===== src/hw/adc_control_pkg.sv =====
// Purpose: Shared constants and types for the converter control block
// Assumes: 8-bit special-function-register bus with 8-bit addresses
// Notes:   Offsets are byte addresses on that bus
package adc_control_pkg;

	// Register addresses
	localparam logic [7:0] ADDR_CONVERTER_CONTROL = 8'hA1;
	localparam logic [7:0] ADDR_RESULT_HIGH       = 8'hA2;
	localparam logic [7:0] ADDR_RESULT_LOW_FLAGS  = 8'hA3;
	localparam logic [7:0] ADDR_STATIC_CONFIG     = 8'hA4;

	// Reset values
	localparam logic [7:0] RESET_CONVERTER_CONTROL = 8'h80;
	localparam logic [7:0] RESET_STATIC_CONFIG     = 8'h0A;

	// Control register field positions
	localparam int CTRL_START_TOGGLE_BIT = 7;
	localparam int CTRL_CONTINUOUS_BIT   = 6;
	localparam int CTRL_POWERED_BIT      = 5;
	localparam int CTRL_EXT_REF_BIT      = 4;
	localparam int CTRL_INPUT_SEL_MSB    = 3;

	// Static configuration field positions
	localparam int STAT_DIFFERENTIAL_BIT = 7;
	localparam int STAT_SLEEP_BIT        = 6;
	localparam int STAT_FAST_DIV_BIT     = 5;
	localparam int STAT_BIAS_MSB         = 4;
	localparam int STAT_BIAS_LSB         = 2;
	localparam int STAT_RES_MSB          = 1;

	// Low result register flag positions
	localparam int LOW_UNDERFLOW_BIT = 2;
	localparam int LOW_OVERFLOW_BIT  = 1;
	localparam int LOW_RANGE_BIT     = 0;

	// Input select code that routes one third of the supply
	localparam logic [3:0] INPUT_SUPPLY_THIRD = 4'h8;

	// Resolution codes
	localparam logic [1:0] RES_6_BIT  = 2'h0;
	localparam logic [1:0] RES_8_BIT  = 2'h1;
	localparam logic [1:0] RES_10_BIT = 2'h2;
	localparam logic [1:0] RES_12_BIT = 2'h3;

	// Converter clock division ratios
	localparam int         DIV_SLOW_RATIO = 32;
	localparam int         DIV_FAST_RATIO = 8;
	localparam logic [4:0] DIV_SLOW_LAST  = 5'(DIV_SLOW_RATIO - 1);
	localparam logic [4:0] DIV_FAST_LAST  = 5'(DIV_FAST_RATIO - 1);

	// Conversion step counts: the N/2 bit steps at 6 bits, and the extra steps beyond N/2
	localparam logic [3:0] HALF_BITS_6    = 4'h3;
	localparam logic [3:0] SINGLE_EXTRA   = 4'h3;
	localparam logic [3:0] CONTINUE_EXTRA = 4'h1;

	// Settings passed to the analog core
	typedef struct packed {
		logic       powered;
		logic       sleep;
		logic       externalRef;
		logic       supplyThird;
		logic       differential;
		logic [3:0] inputSelect;
		logic [2:0] biasTrim;
		logic [1:0] resolution;
	} analog_ctrl_t;

	// Conversion sequencer states
	typedef enum logic [1:0] {
		SEQ_IDLE    = 2'b01,
		SEQ_CONVERT = 2'b10
	} seq_state_t;

endpackage : adc_control_pkg


===== src/hw/adc_control_interface.sv =====
// Purpose: Register file and conversion sequencer for the multi-input converter
// Assumes: Core returns two decided bits per converter clock and range flags at the end
// Notes:   Operation
// Operation
// - Two-bit resolution field picks 6, 8, 10 or 12 bits; result fills high then low.
// - Reset leaves resolution at 10 bits.
// - Start toggle high-low-high starts single conversion; synchronised; ignored when continuous.
// - Continuous bit makes converter run repeatedly; start toggle has no effect.
// - Clearing power bit powers down the whole subsystem; setting powers it up.
// - Reference bit: 0 internal bandgap, 1 external pin; ignored when input is 8.
// - Input select 0-7 routes that input; 8 routes supply third with bandgap.
// - Differential bit: input zero inverting, selected input 1-7 noninverting.
// - Sleep bit gives reduced-power mode while subsystem stays powered.
// - Divider bit: 0 gives CPU clock over 32, 1 gives over 8.
// - Three bias trim bits are passed straight to the converter core.
// - Two result bits resolved per converter clock cycle.
// - High result holds eight top bits; top two read zero at 6 bits.
// - Low result bits 7-4 hold left-justified low bits; unused read zero.
// - Underflow sets low bit 2 and forces result to all zeros.
// - Overflow without underflow sets low bit 1 and forces result to all ones.
// - Low bit 0 is underflow OR overflow; low bit 3 reads zero.
// - Control register resets to 0x80.
// - Static configuration register resets to 0x0A.
// - Every completed conversion raises the end-of-conversion event.
// - Single conversion starts on first converter edge; result N/2+3 clocks later.
// - A new start during a single conversion abandons it and restarts.
// - Continuous conversions are spaced N/2+1 converter clocks apart.
`timescale 1ns/1ps

module adc_control_interface
	import adc_control_pkg::*;
(
	// Clock and reset
	input  wire  logic         core_clk,
	input  wire  logic         srst,
	// Special-function-register bus
	input  wire  logic [7:0]   sfrAddr,
	input  wire  logic         sfrWrite,
	input  wire  logic         sfrRead,
	input  wire  logic [7:0]   sfrWriteData,
	output       logic [7:0]   sfrReadData,
	// Analog core control
	output       analog_ctrl_t analogCtrl,
	output       logic         converterClock,
	output       logic         sampleStrobe,
	// Analog core answers
	input  wire  logic [1:0]   coreBits,
	input  wire  logic         coreUnderflow,
	input  wire  logic         coreOverflow,
	// Event to the interrupt controller
	output       logic         conversionDone
);

	logic [7:0]  converterControl;
	logic [7:0]  converterStaticConfig;
	logic [7:0]  resultHigh;
	logic [7:0]  resultLowAndFlags;
	logic [4:0]  divCount;
	logic        convTick;
	logic        startSync1;
	logic        startSync2;
	logic        startSync3;
	seq_state_t  seqState;
	logic [3:0]  stepCount;
	logic [11:0] bitShift;
	logic [1:0]  convResolution;

	logic        continuousRun;
	logic        converterPowered;
	logic [3:0]  inputSelect;
	logic [1:0]  resolutionSelect;
	logic        fastClockDivSelect;
	logic [4:0]  divLast;
	logic        startRequest;
	logic        beginConversion;
	logic [3:0]  halfBits;
	logic [3:0]  stepLimit;
	logic        finishTick;
	logic [11:0] rawValue;
	logic [11:0] fullScale;
	logic [11:0] finalValue;
	logic [7:0]  next_resultHigh;
	logic [7:0]  next_resultLow;

	assign continuousRun      = converterControl[CTRL_CONTINUOUS_BIT];
	assign converterPowered   = converterControl[CTRL_POWERED_BIT];
	assign inputSelect        = converterControl[CTRL_INPUT_SEL_MSB:0];
	assign resolutionSelect   = converterStaticConfig[STAT_RES_MSB:0];
	assign fastClockDivSelect = converterStaticConfig[STAT_FAST_DIV_BIT];

	// Control register, written by software
	always_ff @(posedge core_clk) begin
		if (srst) begin
			converterControl <= RESET_CONVERTER_CONTROL;
		end else if (sfrWrite && sfrAddr == ADDR_CONVERTER_CONTROL) begin
			converterControl <= sfrWriteData;
		end
	end

	// Static configuration register, written by software
	always_ff @(posedge core_clk) begin
		if (srst) begin
			converterStaticConfig <= RESET_STATIC_CONFIG;
		end else if (sfrWrite && sfrAddr == ADDR_STATIC_CONFIG) begin
			converterStaticConfig <= sfrWriteData;
		end
	end

	// Register read port
	always_ff @(posedge core_clk) begin
		if (srst) begin
			sfrReadData <= 8'h00;
		end else if (sfrRead) begin
			unique case (sfrAddr)
				ADDR_CONVERTER_CONTROL: sfrReadData <= converterControl;
				ADDR_RESULT_HIGH:       sfrReadData <= resultHigh;
				ADDR_RESULT_LOW_FLAGS:  sfrReadData <= resultLowAndFlags;
				ADDR_STATIC_CONFIG:     sfrReadData <= converterStaticConfig;
				default:                sfrReadData <= 8'h00;
			endcase
		end
	end

	// Settings towards the analog core
	always_ff @(posedge core_clk) begin
		if (srst) begin
			analogCtrl <= '0;
		end else begin
			analogCtrl.powered      <= converterPowered;
			analogCtrl.sleep        <= converterStaticConfig[STAT_SLEEP_BIT];
			analogCtrl.supplyThird  <= (inputSelect == INPUT_SUPPLY_THIRD);
			analogCtrl.externalRef  <= converterControl[CTRL_EXT_REF_BIT]
				&& (inputSelect != INPUT_SUPPLY_THIRD);
			analogCtrl.differential <= converterStaticConfig[STAT_DIFFERENTIAL_BIT];
			analogCtrl.inputSelect  <= inputSelect;
			analogCtrl.biasTrim     <= converterStaticConfig[STAT_BIAS_MSB:STAT_BIAS_LSB];
			analogCtrl.resolution   <= resolutionSelect;
		end
	end

	// Converter clock divider, stopped while powered down
	assign divLast = fastClockDivSelect ? DIV_FAST_LAST : DIV_SLOW_LAST;

	always_ff @(posedge core_clk) begin
		if (srst || !converterPowered) begin
			divCount <= 5'h00;
		end else if (divCount >= divLast) begin
			divCount <= 5'h00;
		end else begin
			divCount <= divCount + 5'h01;
		end
	end

	always_ff @(posedge core_clk) begin
		if (srst || !converterPowered) begin
			convTick       <= 1'b0;
			converterClock <= 1'b0;
		end else begin
			convTick       <= (divCount >= divLast);
			converterClock <= (divCount < {1'b0, divLast[4:1]}) || (divCount >= divLast);
		end
	end

	// Start toggle brought into the converter clock domain
	always_ff @(posedge core_clk) begin
		if (srst) begin
			startSync1 <= 1'b1;
			startSync2 <= 1'b1;
			startSync3 <= 1'b1;
		end else if (convTick) begin
			startSync1 <= converterControl[CTRL_START_TOGGLE_BIT];
			startSync2 <= startSync1;
			startSync3 <= startSync2;
		end
	end

	assign startRequest    = startSync2 && !startSync3 && !continuousRun;
	assign beginConversion = convTick && converterPowered
		&& (startRequest || (continuousRun && seqState == SEQ_IDLE));

	// Step counts for the resolution latched at start
	assign halfBits   = HALF_BITS_6 + {2'b00, convResolution};
	assign stepLimit  = halfBits + (continuousRun ? CONTINUE_EXTRA : SINGLE_EXTRA);
	assign finishTick = convTick && seqState == SEQ_CONVERT && stepCount >= stepLimit;

	// Conversion sequencer
	always_ff @(posedge core_clk) begin
		if (srst || !converterPowered) begin
			seqState <= SEQ_IDLE;
		end else if (beginConversion) begin
			seqState <= SEQ_CONVERT;
		end else if (finishTick && !continuousRun) begin
			seqState <= SEQ_IDLE;
		end
	end

	always_ff @(posedge core_clk) begin
		if (srst) begin
			stepCount <= 4'h0;
		end else if (beginConversion || (finishTick && continuousRun)) begin
			stepCount <= 4'h1;
		end else if (convTick && seqState == SEQ_CONVERT) begin
			stepCount <= stepCount + 4'h1;
		end
	end

	always_ff @(posedge core_clk) begin
		if (srst) begin
			convResolution <= RES_10_BIT;
		end else if (beginConversion || (finishTick && continuousRun)) begin
			convResolution <= resolutionSelect;
		end
	end

	always_ff @(posedge core_clk) begin
		if (srst) begin
			sampleStrobe <= 1'b0;
		end else begin
			sampleStrobe <= beginConversion || (finishTick && continuousRun);
		end
	end

	// Two decided bits shifted in per converter clock
	always_ff @(posedge core_clk) begin
		if (srst) begin
			bitShift <= 12'h000;
		end else if (beginConversion || (finishTick && continuousRun)) begin
			bitShift <= 12'h000;
		end else if (convTick && seqState == SEQ_CONVERT && stepCount <= halfBits) begin
			bitShift <= {bitShift[9:0], coreBits};
		end
	end

	// Result value with range handling
	always_comb begin
		unique case (convResolution)
			RES_6_BIT:  fullScale = 12'h03F;
			RES_8_BIT:  fullScale = 12'h0FF;
			RES_10_BIT: fullScale = 12'h3FF;
			RES_12_BIT: fullScale = 12'hFFF;
		endcase
		rawValue = bitShift & fullScale;
		if (coreUnderflow) begin
			finalValue = 12'h000;
		end else if (coreOverflow) begin
			finalValue = fullScale;
		end else begin
			finalValue = rawValue;
		end
	end

	// Result alignment into high and low registers
	always_comb begin
		next_resultHigh = 8'h00;
		next_resultLow  = 8'h00;
		unique case (convResolution)
			RES_6_BIT: begin
				next_resultHigh = {2'b00, finalValue[5:0]};
			end
			RES_8_BIT: begin
				next_resultHigh = finalValue[7:0];
			end
			RES_10_BIT: begin
				next_resultHigh = finalValue[9:2];
				next_resultLow  = {finalValue[1:0], 6'b000000};
			end
			RES_12_BIT: begin
				next_resultHigh = finalValue[11:4];
				next_resultLow  = {finalValue[3:0], 4'h0};
			end
		endcase
		next_resultLow[LOW_UNDERFLOW_BIT] = coreUnderflow;
		next_resultLow[LOW_OVERFLOW_BIT]  = coreOverflow && !coreUnderflow;
		next_resultLow[LOW_RANGE_BIT]     = coreUnderflow || coreOverflow;
	end

	// Result registers, updated together at completion
	always_ff @(posedge core_clk) begin
		if (srst) begin
			resultHigh        <= 8'h00;
			resultLowAndFlags <= 8'h00;
		end else if (finishTick) begin
			resultHigh        <= next_resultHigh;
			resultLowAndFlags <= next_resultLow;
		end
	end

	// End-of-conversion event
	always_ff @(posedge core_clk) begin
		if (srst) begin
			conversionDone <= 1'b0;
		end else begin
			conversionDone <= finishTick;
		end
	end

endmodule : adc_control_interface


===== config.mk =====
export PLATFORM = sky130hd
export DESIGN_NAME = adc_control_interface
export DESIGN_NICKNAME = d
export VERILOG_FILES = /design/src/hw/adc_control_pkg.sv /design/src/hw/adc_control_interface.sv
export SDC_FILE = /design/constraint.sdc
export NUM_CORES = 1
export LEC_CHECK = 0
export BUFFER_PORTS_ARGS = -buffer_cell sky130_fd_sc_hd__buf_2
export CAP_MARGIN = 20
export CORE_MARGIN = 3
export CORE_UTILIZATION = 52
export CTS_CLUSTER_SIZE = 30
export DETAILED_ROUTE_END_ITERATION = 8
export MAX_ROUTING_LAYER = met4
export PLACE_DENSITY = 0.76
export SYNTH_ARGS = -nofsm -noshare
export SYNTH_HDL_FRONTEND = slang
export SYNTH_SLANG_ARGS = --single-unit
export TNS_END_PERCENT = 100

===== constraint.sdc =====
create_clock -name core_clk -period 2.9 [get_ports core_clk]
set_clock_uncertainty 0.1 [all_clocks]
set_input_delay 0.58 -clock core_clk [delete_from_list [all_inputs] [get_ports core_clk]]
set_output_delay 0.58 -clock core_clk [all_outputs]
set_load 0.005 [all_outputs]

; ---- Yosys cells after proc, flatten, opt, wreduce, memory -nomap -nowiden
; Cells that the tools add are included.
[word_totals]
ff_bits = 86
word_cells = 86
inputBits = 24
[op_classes]
addsub = 4
n_eq_ne = 11
reduce_logical = 28
order_cmp = 4
n_mux = 12
bitwise = 1
[op_table]
columns = op, count
row1 = one-hot mux 8 bit (4 select lines), 2
row2 = one-hot mux 12 bit (4 select lines), 1
row3 = "== test 8 bit, second input constant", 4
row4 = two-way mux 12 bit, 2
row5 = one-hot mux 8 bit (2 select lines), 1
row6 = logical AND 1 bit, 14
row7 = AND 12 bit, 1
row8 = "== test 2 bit, second input constant", 3
row9 = two-way mux 2 bit, 3
row10 = "adder 5 x 1 -> 5 bit, second input constant", 1
row11 = >= comparator 5 bit, 1
row12 = logical OR 1 bit, 5
row13 = less-than comparator 5 x 4 -> 1 bit, 1
row14 = two-way mux 5 bit, 1
row15 = adder 3 x 2 -> 4 bit, 1
row16 = "adder 4 x 1 -> 4 bit, second input constant", 1
row17 = "== test 2 x 1 -> 1 bit, second input constant", 2
row18 = "== test 4 bit, second input constant", 1
row19 = >= comparator 4 bit, 1
row20 = <= comparator 4 x 3 -> 1 bit, 1
row21 = logical NOT 1 bit, 4
row22 = "inequality test 4 bit, second input constant", 1
row23 = nonzero test 2 bit, 2
row24 = OR reduction 2 bit, 2
row25 = 3 further kinds, 4

; ---- Logic depth before layout (Yosys ltp)
; Gate-level depths: netlist of the first run.
[depth]
depth_word = 7
mapped_depth = 12

; ---- Least setup slack after synthesis of the first run
; Ideal clock, no wire load.
[synth_timing]
path_type = register -> register
startpoint = register convResolution[0]
endpoint = register convResolution[0]
arrival_ns = 2.683
slack_ns = -0.004
stages_incl_launch_ff = 12
t_required_ns = 2.679
cell_sequence = dfxtp_1 > inv_1 > ha_1 > inv_1 > ha_1 > nor2b_1 > o21ai_0 > ha_1 > or3_1 > o22a_1 > a31oi_4 > mux2_2
[synth_between]
elab_chain_cells = 6
[synth_lines]
columns = element, line
row1 = from (decl), adc_control_interface.sv:66  ; logic [1:0] convResolution;
row2 = from (signal assigned), adc_control_interface.sv:211  ; convResolution <= resolutionSelect;
row3 = adder 2 x 2 -> 3 bit, adc_control_interface.sv:182  ; assign halfBits = HALF_BITS_6 + {2'b00, convResolution};
row4 = adder 3 x 2 -> 4 bit, adc_control_interface.sv:183  ; assign stepLimit = halfBits + (continuousRun ? CONTINUE_EXTRA : SINGLE_EXTRA);
row5 = >= comparator 4 bit, adc_control_interface.sv:184  ; assign finishTick = convTick && seqState == SEQ_CONVERT && stepCount >= stepLimit;
row6 = logical AND 1 bit, adc_control_interface.sv:184
row7 = logical AND 1 bit, adc_control_interface.sv:210  ; end else if (beginConversion || (finishTick && continuousRun)) begin
row8 = logical OR 1 bit, adc_control_interface.sv:210
; Every way passes these cells.
; A chain may end at the register's enable or synchronous reset.

; ---- Worst setup path in the final report of the first run
[layout_timing]
startpoint = register convResolution[1]
endpoint = register resultLowAndFlags[5]
[layout_between]
elab_chain_cells = 4
elab_cells_between_ends = 7
[layout_lines]
columns = element, line
row1 = adder 2 x 2 -> 3 bit, adc_control_interface.sv:182
row2 = adder 3 x 2 -> 4 bit, adc_control_interface.sv:183
row3 = >= comparator 4 bit, adc_control_interface.sv:184
row4 = logical AND 1 bit, adc_control_interface.sv:184
row5 = to (signal assigned), adc_control_interface.sv:284  ; resultLowAndFlags <= next_resultLow;
row6 = to (decl), adc_control_interface.sv:57  ; logic [7:0] resultLowAndFlags;
; Several ways; a longest one is shown, not always the timed one.

==> results.sh, run 1 <==
export IMPL_netSwitchingPower_w=0.000534
export IMPL_dp_hpwl_um=6630
export IMPL_slew_violations=0
export IMPL_vias_per_cell=5.76
export IMPL_die_h_um=93.5
export IMPL_crit_slowest_cell="or4_1"
export IMPL_slew_headroom=0.501
export IMPL_cp_num_buf_inv=3
export IMPL_sw_frac_of_total=0.256
export IMPL_leakagePower_nw=1.84
export IMPL_critPathCaptureType="register"
export IMPL_cp_depth=12
export IMPL_hold_depth=3
export IMPL_tightest_slew_ns=0.745
export IMPL_async_flop_share=0
export IMPL_via_count=3405
export IMPL_rsz0062_at_grt="false"
export IMPL_ys_ff_latch=85
export IMPL_io_pins=49
export IMPL_synth_common_cells="dfxtp_1, nor2_1, a21oi_1"
export IMPL_cap_violations=0
export IMPL_drt_antenna_violating_nets=0
export IMPL_drt_pass1_iterations=5
export IMPL_drc=0
export IMPL_grt_usage=0.225
export IMPL_routedWlPerCell_um=15.5
export IMPL_insertion_delay_ns=0.37
export IMPL_synth_top_family_by_area="compound AO/OA/AOI/OAI gates"
export IMPL_critPathMaxStageDelay_ns=0.52
export IMPL_yosysWarningCount=0
export IMPL_outcome="complete, no violations"
export IMPL_cp_top_family="adder cells"
export IMPL_layout_nets=529
export IMPL_rr_startpoint="convResolution[1]"
export IMPL_ys_seq_area_frac=0.428
export IMPL_crit_arrival_ns=2.97
export IMPL_yosys_area_share_adder=0.0566
export IMPL_p_seq_frac=0.561
export IMPL_period_share=0.955
export IMPL_grt_pass1_wl_um=15300
export IMPL_start_util=0.543
export IMPL_r2r_end="resultLowAndFlags[5]"
export IMPL_overflow=0
export IMPL_synth_xor_area_frac=0.0198
export IMPL_die_area_um2=8740
export IMPL_whs_ns=0.350
export IMPL_synth_most_common_cell="dfxtp_1"
export IMPL_rrSetupSlack_ns=0.13
export IMPL_hold_viol=0
export IMPL_synth_nets=478
export IMPL_yosys_mux_area_fraction=0.0632
export IMPL_synth_area_leader_cell="dfxtp_1"
export IMPL_startpoint_type="register"
export IMPL_p_int_w=0.00155
export IMPL_synthSimpleGateAreaFrac=0.180
export IMPL_syn_area_um2=3980
export IMPL_worst_setup_path_type="register to register"
export IMPL_min_from="sfrWriteData[5]"
export IMPL_worstPathRequired_ns=3.10
export IMPL_drive_above_1_share=0.201
export IMPL_ff2ff_path_depth=12
export IMPL_clk_path_buf_depth=2
export IMPL_power_density_nw_per_um2=456
export IMPL_grt_max_degree=39
export IMPL_fmax_mhz=361
export IMPL_die_width_um=93.5
export IMPL_grt_pass1_vias=3183
export IMPL_fin_setup_tns_ns=0
export IMPL_synthTopCellsByArea="dfxtp_1, mux2i_1, ha_1"
export IMPL_numPortBuffers=48
export IMPL_cts_made_buffers=9
export IMPL_synth_compound_area_frac=0.211
export IMPL_finalSetupViolations=0
export IMPL_cts_tree="done"
export IMPL_combPwrFrac=0.044
export IMPL_ctsRootBufferMaster="clkbuf_8"
export IMPL_synth_cells=436
export IMPL_area_growth_syn_to_layout_pct=15.0
export IMPL_synth_top_cell_area_share=0.428
export IMPL_num_antenna_cells=0
export IMPL_syn_area_per_cell_um2=9.13
export IMPL_fin_crit_ns=2.77
export IMPL_antenna_found_initial=0
export IMPL_htreeDepth=3
export IMPL_irDropWorstVdd_mv=0.247
export IMPL_cp_max_fo=8
export IMPL_wl_um=9160
export IMPL_hold_class="primary input to register"
export IMPL_crit_path_cell_trace="inv_1 > ha_1 > inv_1 > ha_1 > nor2b_1 > o21ai_0 > ha_2 > o21a_1 > o22ai_1 > buf_4 > or4_1 > a21oi_1"
export IMPL_path_clk_slew_ns=0.09
export IMPL_row_count=31
export IMPL_pwr_share_clk=0.396
export IMPL_drtIter0Drc=155
export IMPL_synth_main_ff_cell="dfxtp_1"
export IMPL_synth_cell_type_count=59
export IMPL_min_to="converterControl[5]"
export IMPL_gp_congestion=0.962
export IMPL_cts_sinks=85
export IMPL_core_area_um2=7330
export IMPL_synth_edff_count=0
-- final cells by class --
type	instances	area [um^2]
fillers	638	2760
inverters	12	45.0
well taps	99	124
clock buffers	10	138
flip-flops and latches	85	1700
repair buffers	67	387
clock inverters	6	52.6
multi-input cells	312	2130
-- stage by stage --
stage          total power, W  instance area, um^2   util  setup slack, ns  instances
2_1_floorplan         0.00125                 3980      -           0.0851        436
3_3_place_gp          0.00128                 4350  0.593            0.201        572
3_5_place_dp          0.00128                 4350  0.593            0.104        572
4_1_cts               0.00209                 4540  0.619           0.0837        588
5_1_grt               0.00215                 4580  0.624           0.0175        591
6_report              0.00208                 4580  0.624            0.130        591
-- worst register-to-register path, stage by stage, from the launching register on --
cell and delay (ns):
dfxtp_2 0.34, inv_1 0.05, ha_1 0.29, inv_1 0.05, ha_1 0.29, nor2b_1 0.12
o21ai_0 0.08, ha_2 0.33, o21a_1 0.14, o22ai_1 0.08, buf_4 0.17, or4_1 0.52
a21oi_1 0.14
-- kinds of logic after synthesis --
logic type,after synthesis
adder cells (fa/ha/maj),18
AND/OR/NAND/NOR,136
buffers and inverters,39
XOR/XNOR,9
flip-flops,85
multiplexers,25
AO/OA/AOI/OAI,124
-- power by group through the flow --
stage / combinational [W] / sequential, W / clock, W
3_3_place_gp: 0.0000885 / 0.00120 / 0
5_1_grt: 0.0000999 / 0.00117 / 0.000877
2_1_floorplan: 0.0000548 / 0.00120 / 0
3_5_place_dp: 0.0000889 / 0.00120 / 0
6_report: 0.0000912 / 0.00117 / 0.000825
4_1_cts: 0.0000892 / 0.00117 / 0.000831
-- worst max path at each step --
stage                                      end  slack [ns]              start
after floorplan              convResolution[0]        0.09  convResolution[0]
after global placement       convResolution[0]        0.20  convResolution[1]
after detailed placement     convResolution[0]        0.10  convResolution[1]
after CTS                    convResolution[0]        0.08  convResolution[1]
after global routing      resultLowAndFlags[5]        0.02  convResolution[1]
final                     resultLowAndFlags[5]        0.13  convResolution[1]
-- sequential cells by signal (all words and copies together), names as in the netlist, 2 cells and up --
| register | cells |
|---|---|
| analogCtrl | 14 |
| bitShift | 12 |
| converterControl | 8 |
| converterStaticConfig | 8 |
| resultHigh | 8 |
| sfrReadData | 8 |
| resultLowAndFlags | 7 |
| divCount | 5 |
| stepCount | 4 |
| convResolution | 2 |
| seqState | 2 |
-- layout by cell type (no fill, tap or decap), drive strengths merged, types with 5 or more instances in the layout --
master / count
nor2: 44
a22o: 8
a21oi: 33
ha: 18
o32ai: 7
buf: 67
a2bb2oi: 8
clkbuf: 10
dfxtp: 85
nor3: 7
nor2b: 16
o21ai: 36
inv: 16
nand3: 17
xor2: 5
mux2i: 24
nand2: 24
-- layer usage --
| metal | up-vias | global-route usage | wire [um] |
|---|---|---|---|
| met2 | 104 | 0.341 | 4170 |
| met1 | 1610 | 0.304 | 4380 |
| met4 | 0 | 0.0806 | 133 |
| li1 | 1679 | - | - |
| met5 | - | - | 0 |
| met3 | 12 | 0.0386 | 479 |
-- repair_timing --
action,in CTS,in global routing
setup buffers,0,3
gates resized for setup,0,5
endpoints found under the setup margin,0,20
hold buffers,0,0
(Power assumes the default switching activity.)
==> inputs of run 2 (changes only) <==
--- a/config.mk
+++ b/config.mk
@@ -7,12 +7,13 @@
 export LEC_CHECK = 0
 export BUFFER_PORTS_ARGS = -buffer_cell sky130_fd_sc_hd__buf_2
 export CAP_MARGIN = 20
-export CORE_MARGIN = 3
+export CORE_MARGIN = 2
 export CORE_UTILIZATION = 52
 export CTS_CLUSTER_SIZE = 30
 export DETAILED_ROUTE_END_ITERATION = 8
 export MAX_ROUTING_LAYER = met4
 export PLACE_DENSITY = 0.76
+export RECOVER_POWER = 100
 export SYNTH_ARGS = -nofsm -noshare
 export SYNTH_HDL_FRONTEND = slang
 export SYNTH_SLANG_ARGS = --single-unit
==> constraint.sdc (replaced) <==
create_clock -name core_clk -period 2.9 [get_ports core_clk]
set_clock_uncertainty 0.1 [all_clocks]
set_input_delay 0.58 -clock core_clk [delete_from_list [all_inputs] [get_ports core_clk]]
set_output_delay 0.58 -clock core_clk [all_outputs]
set_load 0.1 [all_outputs]
==> results.sh, run 2 (synthesis gave the netlist of run 1 again) <==
export IMPL_outcome="complete, no violations"
export IMPL_critPathMaxStageDelay_ns=0.51
export IMPL_clk_path_buf_depth=2
export IMPL_dp_hpwl_um=6340
export IMPL_grt_pass1_wl_um=14800
export IMPL_irDropWorstVdd_mv=0.262
export IMPL_fillers=652
export IMPL_crit_path_start="convResolution[1]"
export IMPL_overflow=0
export IMPL_largest_reg_flops=14
export IMPL_cp_top_family="adder cells"
export IMPL_area_growth_syn_to_layout_pct=14.9
export IMPL_cts_tree="done"
export IMPL_core_area_um2=7330
export IMPL_final_common_cell="dfxtp_1"
export IMPL_grt_max_degree=51
export IMPL_rsz0062_at_grt="true"
export IMPL_antenna_found_initial=0
export IMPL_insertion_delay_ns=0.35
export IMPL_place_area_um2=4330
export IMPL_worstPathRequired_ns=3.08
export IMPL_drtIter0Drc=229
export IMPL_startpoint_type="register"
export IMPL_fin_setup_tns_ns=0
export IMPL_critPathCaptureType="register"
export IMPL_drt_antenna_violating_nets=0
export IMPL_row_count=31
export IMPL_power_density_nw_per_um2=462
export IMPL_rrSetupSlack_ns=0.1
export IMPL_fin_crit_ns=2.80
export IMPL_crit_arrival_ns=2.98
export IMPL_drive_above_1_share=0.192
export IMPL_num_antenna_cells=0
export IMPL_vias_per_cell=5.76
export IMPL_pre_cts_ws_ns=0.140
export IMPL_min_from="sfrReadData[4]"
export IMPL_tightest_slew_ns=0.771
export IMPL_ctsHoldBuffers=0
export IMPL_period_share=0.967
export IMPL_layout_nets=526
export IMPL_start_util=0.543
export IMPL_leakagePower_nw=1.83
export IMPL_finalSetupViolations=0
export IMPL_rr_startpoint="convResolution[1]"
export IMPL_drt_pass1_iterations=4
export IMPL_wl_um=9120
export IMPL_slew_violations=0
export IMPL_fin_ws_ns=0.0961
export IMPL_via_count=3384
export IMPL_ctsRootBufferMaster="clkbuf_8"
export IMPL_die_area_um2=8370
export IMPL_hold_class="register to register"
export IMPL_regMostFlops="analogCtrl"
export IMPL_routedWlPerCell_um=15.5
export IMPL_crit_path_cell_trace="inv_1 > ha_1 > inv_1 > ha_1 > nor2b_1 > o21ai_0 > ha_2 > o21a_1 > o22ai_2 > buf_4 > or4_1 > a21oi_1"
export IMPL_crit_slowest_cell="or4_1"
export IMPL_die_h_um=91.5
export IMPL_cap_violations=0
export IMPL_path_clk_slew_ns=0.08
export IMPL_io_pins=49
export IMPL_cp_num_buf_inv=3
export IMPL_reg_largest_list="analogCtrl: 14 flops, bitShift: 12 flops"
export IMPL_grt_usage=0.224
export IMPL_cts_sinks=85
export IMPL_drc=0
export IMPL_worst_setup_path_type="register to register"
export IMPL_numPortBuffers=48
export IMPL_fin_area_um2=4570
export IMPL_die_width_um=91.5
export IMPL_slew_headroom=0.482
export IMPL_cts_made_buffers=9
export IMPL_grt_pass1_vias=3045
export IMPL_cp_max_fo=5
export IMPL_fmax_mhz=357
export IMPL_hold_viol=0
export IMPL_gp_congestion=0.921
export IMPL_whs_ns=0.352
export IMPL_htreeDepth=3
export IMPL_layout_common_cells="dfxtp_1, buf_2, nor2_1, a21oi_1, o21ai_0"
==> run 2: changes by cell type in the layout (fill, tap and decap cells not counted), sizes merged <==
cell,before,now
clkinv,0,1
inv,16,13
buf,67,64
bufinv,0,1
clkbuf,10,12
clkinvlp,2,1
==> run 2: worst min-delay path, cell delays in order (launching register included) <==
cell and delay [ns]:
dfxtp_1 0.32, nand2_1 0.05, o21ai_1 0.05
==> run 2: report_power, final <==
| part | internal [W] | switching [W] | total (W) | leakage (nW) |
|---|---|---|---|---|
| combinational | 0.0000328 | 0.0000702 | 0.000103 | 1.05 |
| sequential | 0.00117 | 0.000000663 | 0.00117 | 0.686 |
| clock | 0.000427 | 0.000415 | 0.000842 | 0.0972 |
| total | 0.00163 | 0.000485 | 0.00211 | 1.83 |
==> run 2: metrics by stage <==
step / total power (W) / util / cells
6_report: 0.00211 / 0.624 / 588
5_1_grt: 0.00220 / 0.624 / 588
4_1_cts: 0.00214 / 0.618 / 586
3_5_place_dp: 0.00130 / 0.591 / 570
3_3_place_gp: 0.00130 / 0.591 / 570
2_1_floorplan: 0.00126 / - / 436
==> run 2: final cells by class <==
cell class	instances	area, um^2	area share
Clock inverter	4	55.1	0.0120
Inverter	12	45.0	0.00985
Multi-Input combinational cell	312	2130	0.466
Sequential cell	85	1700	0.372
Tap cell	99	124	0.0271
Timing Repair Buffer	64	368	0.0805
Clock buffer	12	145	0.0317
==> run 2: per-layer routing <==
metal / up-vias / part of all wire / global-route usage
met2: 95 / 0.46 / 0.338
met1: 1606 / 0.48 / 0.302
met5: - / 0 / -
li1: 1673 / - / -
met4: 0 / 0.012 / 0.0619
met3: 10 / 0.051 / 0.0523
==> run 2: worst paths after layout <==
kind,endpoint,cells after the start
setup reg to reg,resultLowAndFlags[4],12
hold reg to reg,sfrReadData[4],2
hold / removal,sfrReadData[4],2
setup / recovery,resultLowAndFlags[4],12
==> run 2: timing repair <==
item | in CTS | in global routing
setup endpoints to repair | 0 | 17
setup buffers | 0 | 1
resized for setup | 0 | 8
==> inputs of run 3 (changes only) <==
--- a/config.mk
+++ b/config.mk
@@ -7,13 +7,14 @@
 export LEC_CHECK = 0
 export BUFFER_PORTS_ARGS = -buffer_cell sky130_fd_sc_hd__buf_2
 export CAP_MARGIN = 20
-export CORE_MARGIN = 2
-export CORE_UTILIZATION = 52
+export CORE_MARGIN = 1
+export CORE_UTILIZATION = 50
 export CTS_CLUSTER_SIZE = 30
 export DETAILED_ROUTE_END_ITERATION = 8
 export MAX_ROUTING_LAYER = met4
-export PLACE_DENSITY = 0.76
+export PLACE_DENSITY = 0.74
 export RECOVER_POWER = 100
+export SLEW_MARGIN = 0
 export SYNTH_ARGS = -nofsm -noshare
 export SYNTH_HDL_FRONTEND = slang
 export SYNTH_SLANG_ARGS = --single-unit
==> results.sh, run 3 (synthesis gave the netlist of run 1 again) <==
export IMPL_pre_cts_ws_ns=0.0642
export IMPL_drt_pass1_iterations=5
export IMPL_fmax_mhz=360
export IMPL_netSwitchingPower_w=0.000535
export IMPL_sw_frac_of_total=0.238
export IMPL_die_width_um=91.2
export IMPL_power_density_nw_per_um2=488
export IMPL_layout_nets=533
export IMPL_cts_made_buffers=9
export IMPL_p_seq_frac=0.519
export IMPL_num_antenna_cells=0
export IMPL_startpoint_type="register"
export IMPL_irDropWorstVdd_mv=0.197
export IMPL_hold_class="primary input to register"
export IMPL_drtIter0Drc=167
export IMPL_worstPathRequired_ns=3.06
export IMPL_die_h_um=91.2
export IMPL_cts_tree="done"
export IMPL_layout_common_cells="dfxtp_1, nor2_1, o21ai_0, a21oi_1, clkbuf_1"
export IMPL_final_util=0.598
export IMPL_gp_congestion=0.865
export IMPL_ctsRootBufferMaster="clkbuf_8"
export IMPL_final_common_cell="dfxtp_1"
export IMPL_finalPower_w=0.00225
export IMPL_via_count=3395
export IMPL_combPwrFrac=0.046
export IMPL_rr_startpoint="convResolution[0]"
export IMPL_fin_ws_ns=0.120
export IMPL_cap_violations=0
export IMPL_dp_hpwl_um=6280
export IMPL_hold_depth=3
export IMPL_whs_ns=0.358
export IMPL_outcome="complete, no violations"
export IMPL_critPathCaptureType="register"
export IMPL_numPortBuffers=48
export IMPL_period_share=0.959
export IMPL_core_area_um2=7730
export IMPL_p_int_w=0.00172
export IMPL_wl_um=9200
export IMPL_rrSetupSlack_ns=0.12
export IMPL_crit_arrival_ns=2.94
export IMPL_antenna_found_initial=0
export IMPL_slew_headroom=0.222
export IMPL_min_from="coreBits[0]"
export IMPL_finalSetupViolations=0
export IMPL_die_area_um2=8320
export IMPL_row_count=32
export IMPL_cts_sinks=85
export IMPL_io_pins=49
export IMPL_ff2ff_path_depth=11
export IMPL_fin_crit_ns=2.78
export IMPL_area_growth_syn_to_layout_pct=16.1
export IMPL_htreeDepth=3
export IMPL_grt_pass1_vias=3218
export IMPL_drt_antenna_violating_nets=0
export IMPL_clk_path_buf_depth=2
export IMPL_grt_usage=0.239
export IMPL_cp_max_fo=4
export IMPL_leakagePower_nw=1.79
export IMPL_path_clk_slew_ns=0.09
export IMPL_pwr_share_clk=0.435
export IMPL_drc=0
export IMPL_critPathMaxStageDelay_ns=0.36
export IMPL_vias_per_cell=5.68
export IMPL_hold_viol=0
export IMPL_largest_reg_flops=14
export IMPL_place_inst=574
export IMPL_drive_above_1_share=0.147
export IMPL_start_util=0.515
export IMPL_final_cells=598
export IMPL_regArea_um2=1700
export IMPL_tightest_slew_ns=1.17
export IMPL_fillers=694
export IMPL_multi_input_area_um2=2130
export IMPL_crit_slowest_cell="mux2_2"
export IMPL_overflow=0
export IMPL_insertion_delay_ns=0.37
export IMPL_reg_largest_list="analogCtrl: 14 flops, bitShift: 12 flops"
export IMPL_worst_setup_path_type="register to register"
export IMPL_routedWlPerCell_um=15.4
export IMPL_crit_path_start="convResolution[0]"
export IMPL_slew_violations=0
export IMPL_crit_path_cell_trace="inv_1 > ha_4 > inv_1 > ha_4 > nor2b_1 > o21ai_0 > ha_1 > or3_1 > o22a_1 > a31oi_4 > mux2_2"
export IMPL_grt_max_degree=51
export IMPL_regMostFlops="analogCtrl"
export IMPL_grt_pass1_wl_um=15300
==> run 3: cell type report <==
class	instances	share of cell area
timing repair buffer	71	0.0826
inverter	12	0.00975
multi-input combinational	312	0.461
sequential	85	0.369
tap	102	0.0276
clock inverter	6	0.0198
clock buffer	10	0.0298
==> run 3: worst max-delay path: cells and delay by family, from the launching register on <==
family / cells / cell delay (ns)
multiplexers: 1 / 0.36
flip-flops: 1 / 0.34
buffers and inverters: 2 / 0.14
AND/OR/NAND/NOR: 2 / 0.46
adder cells (fa/ha/maj): 3 / 0.78
AO/OA/AOI/OAI: 3 / 0.50
==> run 3: per-stage QoR <==
stage	instance area, um^2	TNS, ns
after floorplan	3980	0
after global placement	4340	0
after detailed placement	4340	0
after CTS	4570	0
after global routing	4620	-0.00981
final	4620	0
==> run 3: routing by layer <==
layer	global-route usage	wire length (um)	up-vias
met2	0.355	4010	120
li1	-	-	1693
met4	0.112	223	0
met3	0.0469	574	24
met1	0.311	4390	1558
met5	-	0	-
==> run 3: worst paths after layout <==
path / to
max: convResolution[0]
min: bitShift[0]
max reg2reg: convResolution[0]
min reg2reg: sfrReadData[1]
==> run 3: power groups by stage <==
stage | Clock [W] | Combinational [W] | Sequential (W)
after floorplan | 0 | 0.0000548 | 0.00121
after global placement | 0 | 0.000100 | 0.00120
after detailed placement | 0 | 0.000101 | 0.00120
after CTS | 0.000990 | 0.000101 | 0.00117
after global routing | 0.00104 | 0.000112 | 0.00117
final | 0.000981 | 0.000103 | 0.00117
==> run 3: repair_timing <==
item / 4_1_cts / 5_1_grt
buffers inserted: 0 / 7
hold buffers: 0 / 0
endpoints found under the setup margin: 0 / 21
hold endpoints to repair: 0 / 0
gates resized for setup: 0 / 9
